<file path="config.mk">
export PLATFORM = sky130hd
export DESIGN_NAME = prst_port
export DESIGN_NICKNAME = d
export VERILOG_FILES = /design/src/pkg/prst_pkg.sv /design/src/rtl/prst_port.sv
export SDC_FILE = /design/constraint.sdc
export NUM_CORES = 1
export LEC_CHECK = 0
export BUFFER_PORTS_ARGS = -buffer_cell sky130_fd_sc_hd__buf_4
export CAP_MARGIN = 10
export CORE_MARGIN = 2
export CORE_UTILIZATION = 49
export CTS_CLUSTER_SIZE = 10
export DETAILED_ROUTE_END_ITERATION = 10
export GPL_TIMING_DRIVEN = 0
export PLACE_DENSITY = 0.73
export SLEW_MARGIN = 10
export SYNTH_ARGS = -nofsm -noshare
export SYNTH_HDL_FRONTEND = slang
export SYNTH_SLANG_ARGS = --single-unit
</file>
<file path="constraint.sdc">
create_clock -name ref_clk -period 3.6 [get_ports ref_clk]
set_input_delay 0.18 -clock ref_clk [delete_from_list [all_inputs] [get_ports ref_clk]]
set_output_delay 0.18 -clock ref_clk [all_outputs]
set_load 0.005 [all_outputs]
</file>
<file path="src/pkg/prst_pkg.sv">
`default_nettype none
package prst_pkg;
	// Avalon word offsets (byte addresses)
	localparam logic [7:0] PRST_OFS_KEY = 8'h00;
	localparam logic [7:0] PRST_OFS_DATA = 8'h04;
	localparam logic [7:0] PRST_OFS_DIR = 8'h08;
	localparam logic [7:0] PRST_OFS_ANSEL = 8'h0C;
	localparam logic [7:0] PRST_OFS_I2C = 8'h10;
	localparam logic [7:0] PRST_OFS_ADCH = 8'h14;
	localparam logic [7:0] PRST_OFS_BITOP = 8'h18;
	localparam logic [7:0] PRST_OFS_WAKEEN = 8'h1C;
	localparam logic [7:0] PRST_OFS_STAT = 8'h20;
	localparam logic [7:0] PRST_OFS_MASK = 8'h24;
	localparam logic [7:0] PRST_OFS_SLEEP = 8'h28;
	localparam logic [7:0] PRST_KEY_PATTERN = 8'hCA;
	localparam logic [7:0] PRST_KEY_RST = 8'h00;
	localparam logic [7:0] PRST_PORT_RST = 8'hFF;
	localparam logic [31:0] PRST_UNMAPPED = 32'h0000_0000;
	// Bit-op register fields
	localparam int PRST_BOP_IDX_LSB = 0;
	localparam int PRST_BOP_VAL_BIT = 3;
	localparam int PRST_BOP_SEL_BIT = 4;
	typedef struct packed {
		logic read;
		logic write;
		logic [7:0] address;
		logic [31:0] writedata;
	} prst_req_t;
	typedef enum logic [2:0] {
		PRST_IDLE = 3'b001,
		PRST_ACK = 3'b010,
		PRST_RMW = 3'b100
	} prst_state_t;
endpackage
`default_nettype wire

</file>
<file path="src/rtl/prst_port.sv">
`default_nettype none
module prst_port
	import prst_pkg::*;
#(
	parameter int W = 8
)(
	input wire logic ref_clk,
	input wire logic reset,
	input wire logic [7:0] avs_address,
	input wire logic avs_read,
	input wire logic avs_write,
	input wire logic [31:0] avs_writedata,
	output logic [31:0] avs_readdata,
	output logic avs_waitrequest,
	input wire logic [W-1:0] pin_in,
	output logic [W-1:0] pin_out,
	output logic [W-1:0] pin_oe,
	input wire logic [W-1:0] fn_select,
	input wire logic [W-1:0] fn_out,
	input wire logic [W-1:0] fn_oe,
	output logic [W-1:0] converter_channel_inputs,
	output logic readback_enable_internal,
	output logic wake_req,
	output logic irq
);
	localparam int CW = $clog2(W);
	prst_req_t req;
	prst_state_t state_q;
	logic [7:0] readback_key_q;
	logic rb_q;
	logic [W-1:0] data_q, dir_q, ansel_q, i2c_q, wakeen_q;
	logic [CW-1:0] adch_q;
	logic [W-1:0] sync1_q, sync2_q, prev_q;
	logic [W-1:0] read_val;
	logic [W-1:0] rmw_q;
	logic [7:0] bop_q;
	logic stat_q, mask_q, sleep_q;
	logic [31:0] rdata_d;
	logic wr_key, wr_data, wr_dir, wr_bop, fall_ev;
	logic [W-1:0] rmw_new;

	assign req = '{read: avs_read, write: avs_write, address: avs_address,
		writedata: avs_writedata};

	always_ff @(posedge ref_clk or posedge reset)
	begin
		if (reset)
		begin
			// Idle at pull-up level, no false edge
			sync1_q <= '1;
			sync2_q <= '1;
		end
		else
		begin
			sync1_q <= pin_in;
			sync2_q <= sync1_q;
		end
	end

	// Per-bit port read value
	genvar g;
	generate
		for (g = 0; g < W; g++)
		begin : g_rd
			always_comb
			begin
				if (rb_q)
					read_val[g] = sync2_q[g];
				else if (ansel_q[g])
					read_val[g] = 1'b0;
				else if (i2c_q[g] || dir_q[g])
					read_val[g] = i2c_q[g] ? sync2_q[g] : 1'b0;
				else
					read_val[g] = data_q[g];
			end
		end
	endgenerate

	// Bus state machine; bit ops take an extra cycle
	always_ff @(posedge ref_clk or posedge reset)
	begin
		if (reset)
			state_q <= PRST_IDLE;
		else
		begin
			case (state_q)
				PRST_IDLE:
				begin
					if (req.write && req.address == PRST_OFS_BITOP)
						state_q <= PRST_RMW;
					else if (req.read || req.write)
						state_q <= PRST_ACK;
				end
				PRST_RMW: state_q <= PRST_ACK;
				PRST_ACK: state_q <= PRST_IDLE;
				default: state_q <= PRST_IDLE;
			endcase
		end
	end

	always_comb
	begin
		wr_key = (state_q == PRST_ACK) && req.write && req.address == PRST_OFS_KEY;
		wr_data = (state_q == PRST_ACK) && req.write && req.address == PRST_OFS_DATA;
		wr_dir = (state_q == PRST_ACK) && req.write && req.address == PRST_OFS_DIR;
		wr_bop = (state_q == PRST_ACK) && req.write && req.address == PRST_OFS_BITOP;
		rmw_new = rmw_q;
		rmw_new[bop_q[PRST_BOP_IDX_LSB +: CW]] = bop_q[PRST_BOP_VAL_BIT];
	end

	always_ff @(posedge ref_clk or posedge reset)
	begin
		if (reset)
			avs_waitrequest <= 1'b1;
		else
			avs_waitrequest <= !(state_q == PRST_RMW || (state_q == PRST_IDLE
				&& (req.read || req.write) && !(req.write && req.address == PRST_OFS_BITOP)));
	end

	// Key register and enable decode
	always_ff @(posedge ref_clk or posedge reset)
	begin
		if (reset)
		begin
			readback_key_q <= PRST_KEY_RST;
			rb_q <= 1'b0;
		end
		else if (wr_key)
		begin
			readback_key_q <= req.writedata[7:0];
			rb_q <= (req.writedata[7:0] == PRST_KEY_PATTERN);
		end
	end

	// Read-modify-write capture: whole port, or DIR when the select bit is set, read first
	always_ff @(posedge ref_clk or posedge reset)
	begin
		if (reset)
		begin
			rmw_q <= '0;
			bop_q <= '0;
		end
		else if (state_q == PRST_IDLE && req.write && req.address == PRST_OFS_BITOP)
		begin
			bop_q <= req.writedata[7:0];
			rmw_q <= req.writedata[PRST_BOP_SEL_BIT] ? dir_q : read_val;
		end
	end

	always_ff @(posedge ref_clk or posedge reset)
	begin
		if (reset)
		begin
			data_q <= {W{1'b1}};
			dir_q <= {W{1'b1}};
		end
		else
		begin
			if (wr_data)
				data_q <= req.writedata[W-1:0];
			else if (wr_bop && !bop_q[PRST_BOP_SEL_BIT])
				data_q <= rmw_new;
			if (wr_dir)
				dir_q <= req.writedata[W-1:0];
			else if (wr_bop && bop_q[PRST_BOP_SEL_BIT])
				dir_q <= rmw_new;
		end
	end

	always_ff @(posedge ref_clk or posedge reset)
	begin
		if (reset)
		begin
			ansel_q <= '0;
			i2c_q <= '0;
			adch_q <= '0;
			wakeen_q <= '0;
			mask_q <= 1'b0;
			sleep_q <= 1'b0;
		end
		else if (state_q == PRST_ACK && req.write)
		begin
			case (req.address)
				PRST_OFS_ANSEL: ansel_q <= req.writedata[W-1:0];
				PRST_OFS_I2C: i2c_q <= req.writedata[W-1:0];
				PRST_OFS_ADCH: adch_q <= req.writedata[CW-1:0];
				PRST_OFS_WAKEEN: wakeen_q <= req.writedata[W-1:0];
				PRST_OFS_MASK: mask_q <= req.writedata[0];
				PRST_OFS_SLEEP: sleep_q <= req.writedata[0];
				default: ;
			endcase
		end
	end

	// Wake on falling edge of enabled pins while asleep
	always_comb
		fall_ev = sleep_q && |(wakeen_q & prev_q & ~sync2_q);

	always_ff @(posedge ref_clk or posedge reset)
	begin
		if (reset)
		begin
			prev_q <= '1;
			stat_q <= 1'b0;
			wake_req <= 1'b0;
			irq <= 1'b0;
		end
		else
		begin
			prev_q <= sync2_q;
			wake_req <= fall_ev;
			if (fall_ev)
				stat_q <= 1'b1;
			else if (state_q == PRST_ACK && req.write && req.address == PRST_OFS_STAT
				&& req.writedata[0])
				stat_q <= 1'b0;
			irq <= (stat_q || fall_ev) && mask_q && !(state_q == PRST_ACK && req.write
				&& req.address == PRST_OFS_STAT && req.writedata[0] && !fall_ev);
		end
	end

	// Pin drive and converter paths
	generate
		for (g = 0; g < W; g++)
		begin : g_pin
			always_ff @(posedge ref_clk or posedge reset)
			begin
				if (reset)
				begin
					pin_out[g] <= 1'b1;
					pin_oe[g] <= 1'b0;
					converter_channel_inputs[g] <= 1'b0;
				end
				else
				begin
					pin_out[g] <= fn_select[g] ? fn_out[g] : data_q[g];
					pin_oe[g] <= fn_select[g] ? fn_oe[g] : !dir_q[g];
					converter_channel_inputs[g] <= ansel_q[g]
						|| (rb_q && adch_q == CW'(g));
				end
			end
		end
	endgenerate

	always_comb
	begin
		case (req.address)
			PRST_OFS_KEY: rdata_d = {24'h0000_00, readback_key_q};
			PRST_OFS_DATA: rdata_d = 32'(read_val);
			PRST_OFS_DIR: rdata_d = 32'(dir_q);
			PRST_OFS_ANSEL: rdata_d = 32'(ansel_q);
			PRST_OFS_I2C: rdata_d = 32'(i2c_q);
			PRST_OFS_ADCH: rdata_d = 32'(adch_q);
			PRST_OFS_BITOP: rdata_d = {24'h0000_00, bop_q};
			PRST_OFS_WAKEEN: rdata_d = 32'(wakeen_q);
			PRST_OFS_STAT: rdata_d = {31'h0000_0000, stat_q};
			PRST_OFS_MASK: rdata_d = {31'h0000_0000, mask_q};
			PRST_OFS_SLEEP: rdata_d = {31'h0000_0000, sleep_q};
			default: rdata_d = PRST_UNMAPPED;
		endcase
	end

	always_ff @(posedge ref_clk or posedge reset)
	begin
		if (reset)
			avs_readdata <= '0;
		else if (state_q != PRST_ACK && req.read)
			avs_readdata <= rdata_d;
	end

	always_ff @(posedge ref_clk or posedge reset)
	begin
		if (reset)
			readback_enable_internal <= 1'b0;
		else if (wr_key)
			readback_enable_internal <= (req.writedata[7:0] == PRST_KEY_PATTERN);
	end

	AST_KEY_ENABLE: assert property (@(posedge ref_clk) disable iff (reset)
		wr_key |=> rb_q == ($past(req.writedata[7:0]) == PRST_KEY_PATTERN)
			&& readback_enable_internal == rb_q)
		else $error("Readback enable mismatches key");
	AST_KEY_READBACK: assert property (@(posedge ref_clk) disable iff (reset)
		wr_key |=> readback_key_q == $past(req.writedata[7:0]))
		else $error("Key not stored");
	AST_RB_PIN: assert property (@(posedge ref_clk) disable iff (reset)
		rb_q |-> read_val == sync2_q)
		else $error("Readback not pin level");
	AST_DIR_ZERO: assert property (@(posedge ref_clk) disable iff (reset)
		!rb_q |-> ((dir_q & ~i2c_q & read_val) == '0))
		else $error("Input pin read nonzero");
	AST_LATCH: assert property (@(posedge ref_clk) disable iff (reset)
		!rb_q |-> ((~dir_q & ~ansel_q & ~i2c_q & (read_val ^ data_q)) == '0))
		else $error("Output pin not latch value");
	AST_CONV: assert property (@(posedge ref_clk) disable iff (reset)
		!rb_q && !$past(rb_q) && $past(ansel_q) == '0 |-> converter_channel_inputs == '0)
		else $error("Converter path open");
	AST_FORCE: assert property (@(posedge ref_clk) disable iff (reset)
		rb_q |=> converter_channel_inputs[$past(adch_q)])
		else $error("Converter path not forced");
	AST_WAKE: assert property (@(posedge ref_clk) disable iff (reset)
		fall_ev |=> wake_req && stat_q)
		else $error("Wake missed");
	AST_PIN_DRIVE: assert property (@(posedge ref_clk) disable iff (reset)
		!fn_select[0] |=> pin_out[0] == $past(data_q[0]))
		else $error("Pin drive wrong");
endmodule
`default_nettype wire

</file>
Yosys cells after proc, flatten, opt, wreduce, memory -nomap -nowiden. Cells that the tools add are included.

Register bits: 157. Logic and storage cells: 207. Bits in latches: 0. Bits in read-only memories: 0. Input bits: 76. RAM bits: 0. Memories kept: 0. Output and inout bits: 60.

Bitwise gates (word level): 3. Order comparisons: 2. Equality and inequality tests: 23. Div/mod/pow operators: 0. $add $sub $neg: 0. Multiplexer cells: 62. Shifts and indexed selects: 0. Reductions and logical operators: 72. Multipliers: 0.

Operator list (number): one-hot mux 8 bit (11 select lines) (1); 2-to-1 mux 1 bit (51); 2-to-1 mux 8 bit (5); == test 8 x 5 -> 1 bit (second input constant) (4); logical AND 1 bit (28); == test 8 x 6 -> 1 bit (second input constant) (3); logical OR 1 bit (19); bitwise AND 8 bit (2); == test 8 x 4 -> 1 bit (second input constant) (2); == test 3 bit (second input constant) (5); logical NOT 1 bit (13); AND reduction 2 bit (6); == test 3 x 2 -> 1 bit (second input constant) (3); bitwise mux 8 bit (1); == test 8 x 3 -> 1 bit (second input constant) (1); == test 8 bit (second input constant) (1); logical NOT 8 bit (1); inverter 8 bit (1); OR reduction 8 bit (1); == test 3 x 1 -> 1 bit (second input constant) (2); 2-to-1 mux 3 bit (2); one-hot mux 3 bit (2 select lines) (1); nonzero test 2 bit (3); < comparator 3 x 4 -> 1 bit (second input constant) (1); 5 further kinds (5).

Logic depth before layout (Yosys ltp). Gate-level depths: netlist (run 1).

Word-level depth: 8. Depth in mapped cells: 8.

Least setup slack after synthesis (run 1). No wires, ideal clock.

Kind: input-to-reg. From: input port avs_address[5]. To: register rmw_q[1]. Buffers on the path: 2. Setup time: 0.125 ns. Slack: 1.772 ns. Stages: 6. Data arrival time: 1.703 ns. Cells stage by stage: buf_2 > nor4b_4 > nand3_1 > or3b_1 > buf_4 > mux2_4.

Longest elaborated chain between the ends: 2.

Ends and longest elaborated chain: from (decl) (RTL line prst_port.sv:9) `input wire logic [7:0] avs_address,`; == test 8 x 5 -> 1 bit (RTL line prst_port.sv:143) `else if (state_q == PRST_IDLE && req.write && req.address == PRST_OFS_BITOP)`; logical AND 1 bit (RTL line prst_port.sv:143); to (signal assigned) (RTL line prst_port.sv:146) `rmw_q <= req.writedata[PRST_BOP_SEL_BIT] ? dir_q : read_val;`; to (decl) (RTL line prst_port.sv:35) `logic [W-1:0] rmw_q;`.

Every way passes these cells. A chain may end at the register's enable or synchronous reset.

Final worst setup path (run 1).
From: register state_q[1]. To: register dir_q[1].

Longest elaborated chain between the ends: 5. Elaborated cells on any way between the ends: 7. Those cells by class: 1 x eq/ne; 1 x mux; 5 x reduce/logical.

Ends and longest elaborated chain: from (decl) (RTL line prst_port.sv:28) `prst_state_t state_q;`; from (signal assigned) (RTL line prst_port.sv:83) `state_q <= PRST_IDLE;`; from (signal assigned) (RTL line prst_port.sv:90) `state_q <= PRST_RMW;`; from (signal assigned) (RTL line prst_port.sv:92) `state_q <= PRST_ACK;`; == test 3 x 2 -> 1 bit * (RTL line prst_port.sv:105, prst_port.sv:106); logical AND 1 bit * (RTL line prst_port.sv:105, prst_port.sv:106); logical AND 1 bit (RTL line prst_port.sv:106) `wr_bop = (state_q == PRST_ACK) && req.write && req.address == PRST_OFS_BITOP;`; logical AND 1 bit (RTL line prst_port.sv:165) `else if (wr_bop && bop_q[PRST_BOP_SEL_BIT])`; nonzero test 2 bit (no line); to (signal assigned) (RTL line prst_port.sv:155) `dir_q <= {W{1'b1}};`; to (signal assigned) (RTL line prst_port.sv:164) `dir_q <= req.writedata[W-1:0];`; to (signal assigned) (RTL line prst_port.sv:166) `dir_q <= rmw_new;`; to (decl) (RTL line prst_port.sv:31) `logic [W-1:0] data_q, dir_q, ansel_q, i2c_q, wakeen_q;`.

Mark *: on every way between the ends. The rest lies on a longest branch, timed or not.

==> key figures, run 1 <==
Clock tree
  – Clock transition at path regs: 0.06 ns
  – H-tree depth: 4
  – Worst-skew pair later-pin latency: 0.42 ns
  – Clock tree buffer depth: 2
  – CTS tree: yes
  – Clock Sinks: 133
  – Root Buffer: clkbuf_16
  – Cts bufs inserted: 17
  – Postcts setup bufs: 0

Drt
  – Remaining DRCs: 0
  – Vias per cell: 5.535
  – Avg WL per Cell: 19.71 µm
  – Starting DRT DRC Count: 384
  – Final WL: 17.96 mm
  – Detailed-route via count: 5042
  – DRT Pass-1 Iters: 5
  – Antenna viol nets, final: 0

Timing
  – Final hold slack: 0.03541 ns
  – Fin. Hold Viols: 0
  – Worst Max-Slew Pin Slew: 1.095 ns
  – Final setup TNS: 0 ns
  – Tcrit/Tclk final: 68.26%
  – Max Clk Rate: 406.9 MHz
  – Post-route minimum period: 2.457 ns
  – Setup Skew: 0.003802 ns
  – Worst slew margin: 26.42%
  – Fin. max-slew vios: 0
  – Setup violators final: 0
  – Unrepaired setup endpoints after global routing: false
  – Worst setup margin: 1.143 ns

Setup path
  – Setup CP Type: reg2reg
  – R2R setup slack: 1.14 ns
  – Crit Path Max Fanout: 10
  – Worst EP required: 3.94 ns
  – Worst setup SP type: register
  – Critical R2R Launch: state_q[1]
  – Worst r2r path cells: 7
  – WP data arrival: 2.80 ns
  – Worst R2R End: dir_q[1]
  – Crit. End Element: register

Min path
  – Hold Crit Start: avs_writedata[5]
  – Depth of the worst hold-timing path: 3
  – Worst hold path class: in2reg
  – Hold endpoint: dir_q[5]

Final layout
  – Register area: 3391 µm²
  – Fillers: 997
  – Commonest non-fill, non-tap cell in the layout: buf_4
  – Synth-to-layout area growth: 31.81%
  – Most frequent cells in the layout: buf_4 (108), dfrtp_1 (83), nand2_1 (82), mux2_2 (51), dfstp_2 (50)
  – Diode count: 0
  – Footprint of the multi-input gates: 2625 µm²
  – Final nets: 802
  – Layout cells sized above 1: 35.72%

Global routing
  – Initial antenna violation count: 0
  – Vias in the first global route: 5096
  – Global Route Usage Sum: 27.94%
  – Grt total ovfl: 0
  – First-pass GRT wire length: 28.09 mm
  – Pin count of the biggest net entering global routing: 39

Placement
  – Gpl congestion: 0.9314
  – I/O Buffers: 83
  – Pre-CTS setup slack: 1.152 ns
  – Detailed placer's ending HPWL: 12.91 mm

Floorplanning
  – Initial Utilization: 49.96%
  – # IOs: 136
  – Chip height: 117.0 µm
  – Core region area: 12520 µm²
  – Site Rows: 41
  – Die footprint: 13680 µm²
  – Die Wd: 117.0 µm

Pwr
  – Total Power: 3.930 mW
  – Power Density: 476.8 nW/µm²
  – Worst ir drop on vdd: 0.4593 mV
  – Leak: 3.773 nW

Outcome
  – Status: completed

Logic synthesis
  – Synth Instances: 565
  – Most used DFF post-synth: dfrtp_1
  – Asr flop ratio synth: 100.0%
  – EDFF count, synth: 0
  – Number of synthesized register bits: 133
  – Register area share after synthesis: 54.22%
  – Synth cell types: 56
  – Cell Area, Synth: 6253 µm²
  – Syn avg cell area: 11.07 µm²
  – Ys Warns: 0

Job
  – MaxCap Viol Count: 0
-- logic make-up after synthesis --
| kind of cell | count (synthesis) | synth area share, % |
|---|---|---|
| AND/OR/NAND/NOR | 181 | 15.23 |
| flip-flops | 133 | 54.22 |
| buffers and inverters | 60 | 5.182 |
| AO/OA/AOI/OAI | 117 | 12.04 |
| other | 1 | 0.05997 |
| multiplexers | 73 | 13.27 |
-- cells in the mapped netlist, types with 5 or more instances --
cell type	number	share of area, %
a32oi_1	7	0.98
o21ai_0	44	3.5
dfstp_2	50	21
mux2i_1	18	2.9
dfrtp_1	83	33
clkbuf_1	18	1.1
inv_1	8	0.48
nor2b_1	6	0.60
a21oi_1	22	1.8
nand2_1	82	4.9
nand3b_1	10	1.2
a211oi_1	5	0.60
mux2_2	51	9.2
nor2_1	27	1.6
o211ai_1	5	0.60
nor4b_1	8	1.1
buf_1	5	0.30
buf_4	25	3.0
nand3_1	10	0.80
nor3_1	5	0.40
-- flip-flops by register name, indices dropped and copies added, names as in the netlist, 3 cells and up --
register / flops
sync1_q: 8
i2c_q: 8
dir_q: 8
state_q: 3
data_q: 8
prev_q: 8
rmw_q: 8
readback_key_q: 8
pin_oe: 8
bop_q: 8
pin_out: 8
converter_channel_inputs: 8
ansel_q: 8
avs_readdata: 8
sync2_q: 8
wakeen_q: 8
adch_q: 3
-- how the worst max path moves through the flow --
stage | from | endpoint | depth (start not counted)
after global routing | state_q[1] | dir_q[1] | 7
after CTS | state_q[1] | dir_q[1] | 7
final | state_q[1] | dir_q[1] | 7
after floorplan | avs_address[5] | rmw_q[1] | 6
after global placement | reset | i2c_q[7] | 2
after detailed placement | avs_address[3] | data_q[3] | 7
-- final cells by class --
cell class / count / share of cell area [%]
Sequential cell: 133 / 41.14
Multi-Input combinational cell: 395 / 31.85
Timing Repair Buffer: 119 / 12.30
Clock buffer: 19 / 5.373
Buffer: 52 / 3.567
Clock inverter: 13 / 2.763
Tap cell: 172 / 2.611
Inverter: 8 / 0.4098
-- power breakdown --
part | internal [mW] | total, mW | switching [mW]
clock | 1.32 | 1.96 | 0.647
combinational | 0.166 | 0.341 | 0.175
sequential | 1.58 | 1.63 | 0.0447
total | 3.06 | 3.93 | 0.867
-- repair_timing --
| action | in CTS | in global routing |
|---|---|---|
| setup endpoints to repair | 0 | 0 |
| hold endpoints to repair | 44 | 0 |
| resized for setup | 0 | 0 |
| hold buffers | 33 | 0 |
-- per-layer routing --
| metal | up-vias | part of all wire, % | global-route usage [%] |
|---|---|---|---|
| met4 | 0 | 2.0 | 8.784 |
| met1 | 2473 | 43 | 36.89 |
| met2 | 221 | 49 | 47.21 |
| met5 | - | 0 | 0 |
| li1 | 2313 | - | - |
| met3 | 35 | 5.8 | 5.098 |
-- worst max-delay path: stages (launching register included) --
cell and delay [ns]:
dfrtp_1 0.44, nor4bb_1 0.43, clkbuf_1 0.38, nand4_1 0.38, clkbuf_1 0.34, nor2_1 0.17
a21oi_1 0.06, o21ai_0 0.17
-- metrics by stage --
| step | utilization (%) | cells | cell area, µm² |
|---|---|---|---|
| floorplan | - | 588 | 6344 |
| global placement | 57.38 | 843 | 7182 |
| detailed placement | 57.86 | 846 | 7242 |
| CTS | 65.85 | 911 | 8243 |
| global route | 65.85 | 911 | 8243 |
| finish | 65.85 | 911 | 8243 |
No activity file was read; power rests on OpenSTA's default activity.
==> inputs of run 2 (changes only) <==
--- a/config.mk
+++ b/config.mk
@@ -8,11 +8,11 @@
 export BUFFER_PORTS_ARGS = -buffer_cell sky130_fd_sc_hd__buf_4
 export CAP_MARGIN = 10
 export CORE_MARGIN = 2
-export CORE_UTILIZATION = 49
+export CORE_UTILIZATION = 55
 export CTS_CLUSTER_SIZE = 10
 export DETAILED_ROUTE_END_ITERATION = 10
 export GPL_TIMING_DRIVEN = 0
-export PLACE_DENSITY = 0.73
+export PLACE_DENSITY = 0.78
 export SLEW_MARGIN = 10
 export SYNTH_ARGS = -nofsm -noshare
 export SYNTH_HDL_FRONTEND = slang
==> constraint.sdc (replaced) <==
create_clock -name ref_clk -period 2.3 [get_ports ref_clk]
set_input_delay 0.115 -clock ref_clk [delete_from_list [all_inputs] [get_ports ref_clk]]
set_output_delay 0.115 -clock ref_clk [all_outputs]
set_load 0.005 [all_outputs]
==> run 2 against run 1 <==
Clock-buffer cell count increased by 1. Sequential share of layout area rose by 0.47 points. Die area down 11%. Global-route usage is 2.1 points higher. Critical path type unchanged. Highest routed layer unchanged.
==> key figures, run 2 (synthesized netlist as in run 1, its figures left out) <==
Global routing
  – Grt total ovfl: 0 (unchanged)
  – Global routing's busiest layer: met2
  – Global Route Usage Sum: 30.04% (+2.1 points)
  – First-pass GRT wire length: 28.39 mm (+1.1%)
  – Initial antenna violation count: 0 (unchanged)
  – Met2 Usage GRT: 48.22% (+1.0 points)
  – Vias in the first global route: 5145 (+0.96%)
  – Met1 Use GR: 39.84% (+2.9 points)
  – Pin count of the biggest net entering global routing: 40 (+2.6%)
  – GR Util met3: 6.312% (+1.2 points)

Clock tree
  – Worst-skew pair later-pin latency: 0.43 ns (about the same)
  – Cts bufs inserted: 17 (unchanged)
  – H-tree depth: 4 (unchanged)
  – Clock transition at path regs: 0.06 ns (about the same)
  – Root Buffer: clkbuf_16
  – Clock tree buffer depth: 2 (unchanged)
  – Clock Sinks: 133 (unchanged)
  – CTS tree: yes

Timing
  – Worst slew margin: 26.72% (+0.29 points)
  – Worst Max-Slew Pin Slew: 1.091 ns (-0.004389 ns)
  – Fin. Hold Viols: 0 (unchanged)
  – Fin. max-slew vios: 0 (unchanged)
  – Tcrit/Tclk final: 95.56% (+27 points)
  – Max Clk Rate: 455.0 MHz (+12%)
  – Post-route minimum period: 2.198 ns (-0.2597 ns)
  – Unrepaired setup endpoints after global routing: false
  – Setup Skew: 0.008192 ns (+0.004390 ns)
  – Final setup TNS: 0 ns (unchanged)
  – Setup violators final: 0 (unchanged)

Setup path
  – Crit. End Element: register
  – Worst setup SP type: register
  – Worst EP required: 2.62 ns (-1.32 ns)
  – WP data arrival: 2.51 ns (-0.29 ns)
  – Setup CP Type: reg2reg
  – Crit Path Max Fanout: 10 (unchanged)

Final layout
  – Final nets: 807 (+0.62%)
  – Layout cells sized above 1: 36.02% (+0.30 points)
  – Most frequent cells in the layout: buf_4 (109), dfrtp_1 (83), nand2_1 (82), mux2_2 (51), dfstp_2 (50)
  – Finished Layout Cells: 884 (-3.0%)
  – Register area: 3391 µm² (unchanged)
  – Commonest non-fill, non-tap cell in the layout: buf_4
  – Diode count: 0 (unchanged)
  – Fillers: 718 (-28%)
  – Synth-to-layout area growth: 30.33%
  – Footprint of the multi-input gates: 2631 µm² (+0.24%)

Drt
  – Detailed-route via count: 5183 (+2.8%)
  – Final WL: 17.83 mm (-0.73%)
  – Antenna viol nets, final: 0 (unchanged)
  – Starting DRT DRC Count: 458 (+19%)
  – DRT Pass-1 Iters: 5 (unchanged)
  – Remaining DRCs: 0 (unchanged)
  – Vias per cell: 5.863 (+5.9%)
  – Avg WL per Cell: 20.17 µm (+2.3%)

Floorplanning
  – Site Rows: 38 (-7.3%)
  – # IOs: 136 (unchanged)
  – Initial Utilization: 56.94% (+7.0 points)
  – Die Wd: 110.6 µm (-5.4%)
  – Chip height: 110.6 µm (-5.4%)
  – Die footprint: 12240 µm² (-11%)
  – Core region area: 10980 µm² (-12%)

Placement
  – Detailed placer's ending HPWL: 12.48 mm (-3.3%)
  – Placed cells: 814 (-3.8%)
  – I/O Buffers: 83 (unchanged)
  – Gpl congestion: 0.9094 (-2.4%)

Outcome
  – Status: completed

Pwr
  – Power Density: 692.5 nW/µm² (+45%)
  – Leak: 3.743 nW (-0.79%)
  – Worst ir drop on vdd: 0.6065 mV (+32%)

Job
  – MaxCap Viol Count: 0 (unchanged)

Min path
  – Worst hold path class: in2reg
==> run 2: cell types whose count changed in the layout (fill, tap and decap cells not counted), sizes merged <==
cell	previous run	this run
clkbuf	37	38
clkinvlp	3	6
buf	120	121
clkinv	4	5
bufinv	6	1
dlygate4sd3	33	37
==> run 2: stage by stage <==
stage	cell area, µm²	hold WS, ns	worst slack, ns	util, %	power [mW]
detailed placement	7202	0.2130	-0.1384	65.57	3.056
floorplan	6344	0.1195	0.5370	-	2.820
CTS	8134	0.02619	0.02728	74.06	5.635
finish	8150	0.03348	0.1022	74.21	5.644
global placement	7142	0.2228	-0.1539	65.03	3.023
global route	8150	0.05225	0.02917	74.21	5.826
==> run 2: per-layer routing <==
layer / part of all wire, % / routed length, µm / vias up
li1: - / - / 2316
met1: 40 / 7191 / 2536
met2: 49 / 8663 / 287
met3: 8.1 / 1452 / 44
met4: 2.9 / 519 / 0
met5: 0 / 0 / -
==> run 2: power by group <==
part / switching [mW] / internal [mW] / total (mW) / leakage (nW)
combinational: 0.277 / 0.266 / 0.543 / 1.82
sequential: 0.0689 / 2.48 / 2.54 / 1.65
clock: 1.02 / 1.54 / 2.56 / 0.264
==> run 2: repair_timing <==
item,in CTS,in global routing
hold buffers,37,0
endpoints found under the setup margin,0,25
buffers inserted,0,1
resized for setup,0,5
endpoints found under the hold margin,52,0
==> run 2: path summary, 6_finish.rpt <==
path / startpoint / to / slack [ns] / cells after the start
worst max register to register: state_q[2] / data_q[1] / 0.10 / 6
max in group asynchronous: reset / sync2_q[7] / 1.32 / 4
worst min register to register: sync1_q[2] / sync2_q[2] / 0.35 / 0
min in group asynchronous: reset / pin_oe[6] / 0.33 / 3
worst max-delay path: state_q[2] / data_q[1] / 0.10 / 6
worst min-delay path: avs_writedata[0] / stat_q / 0.03 / 3
==> run 2: cell type report <==
type / count / share of cell area (%)
sequential: 133 / 41.60
inverter: 8 / 0.4145
clock inverter: 12 / 1.290
clock buffer: 20 / 5.603
buffer: 52 / 3.638
tap: 140 / 2.149
multi-input combinational: 395 / 32.28
timing repair buffer: 124 / 13.02
==> run 2: critical path, cell delays in order, from the launching register on <==
cell and delay [ns]:
dfrtp_1 0.41, nor4bb_1 0.30, clkbuf_2 0.28, nand4b_1 0.35
nand2_1 0.35, nor2_1 0.10, a211oi_1 0.32
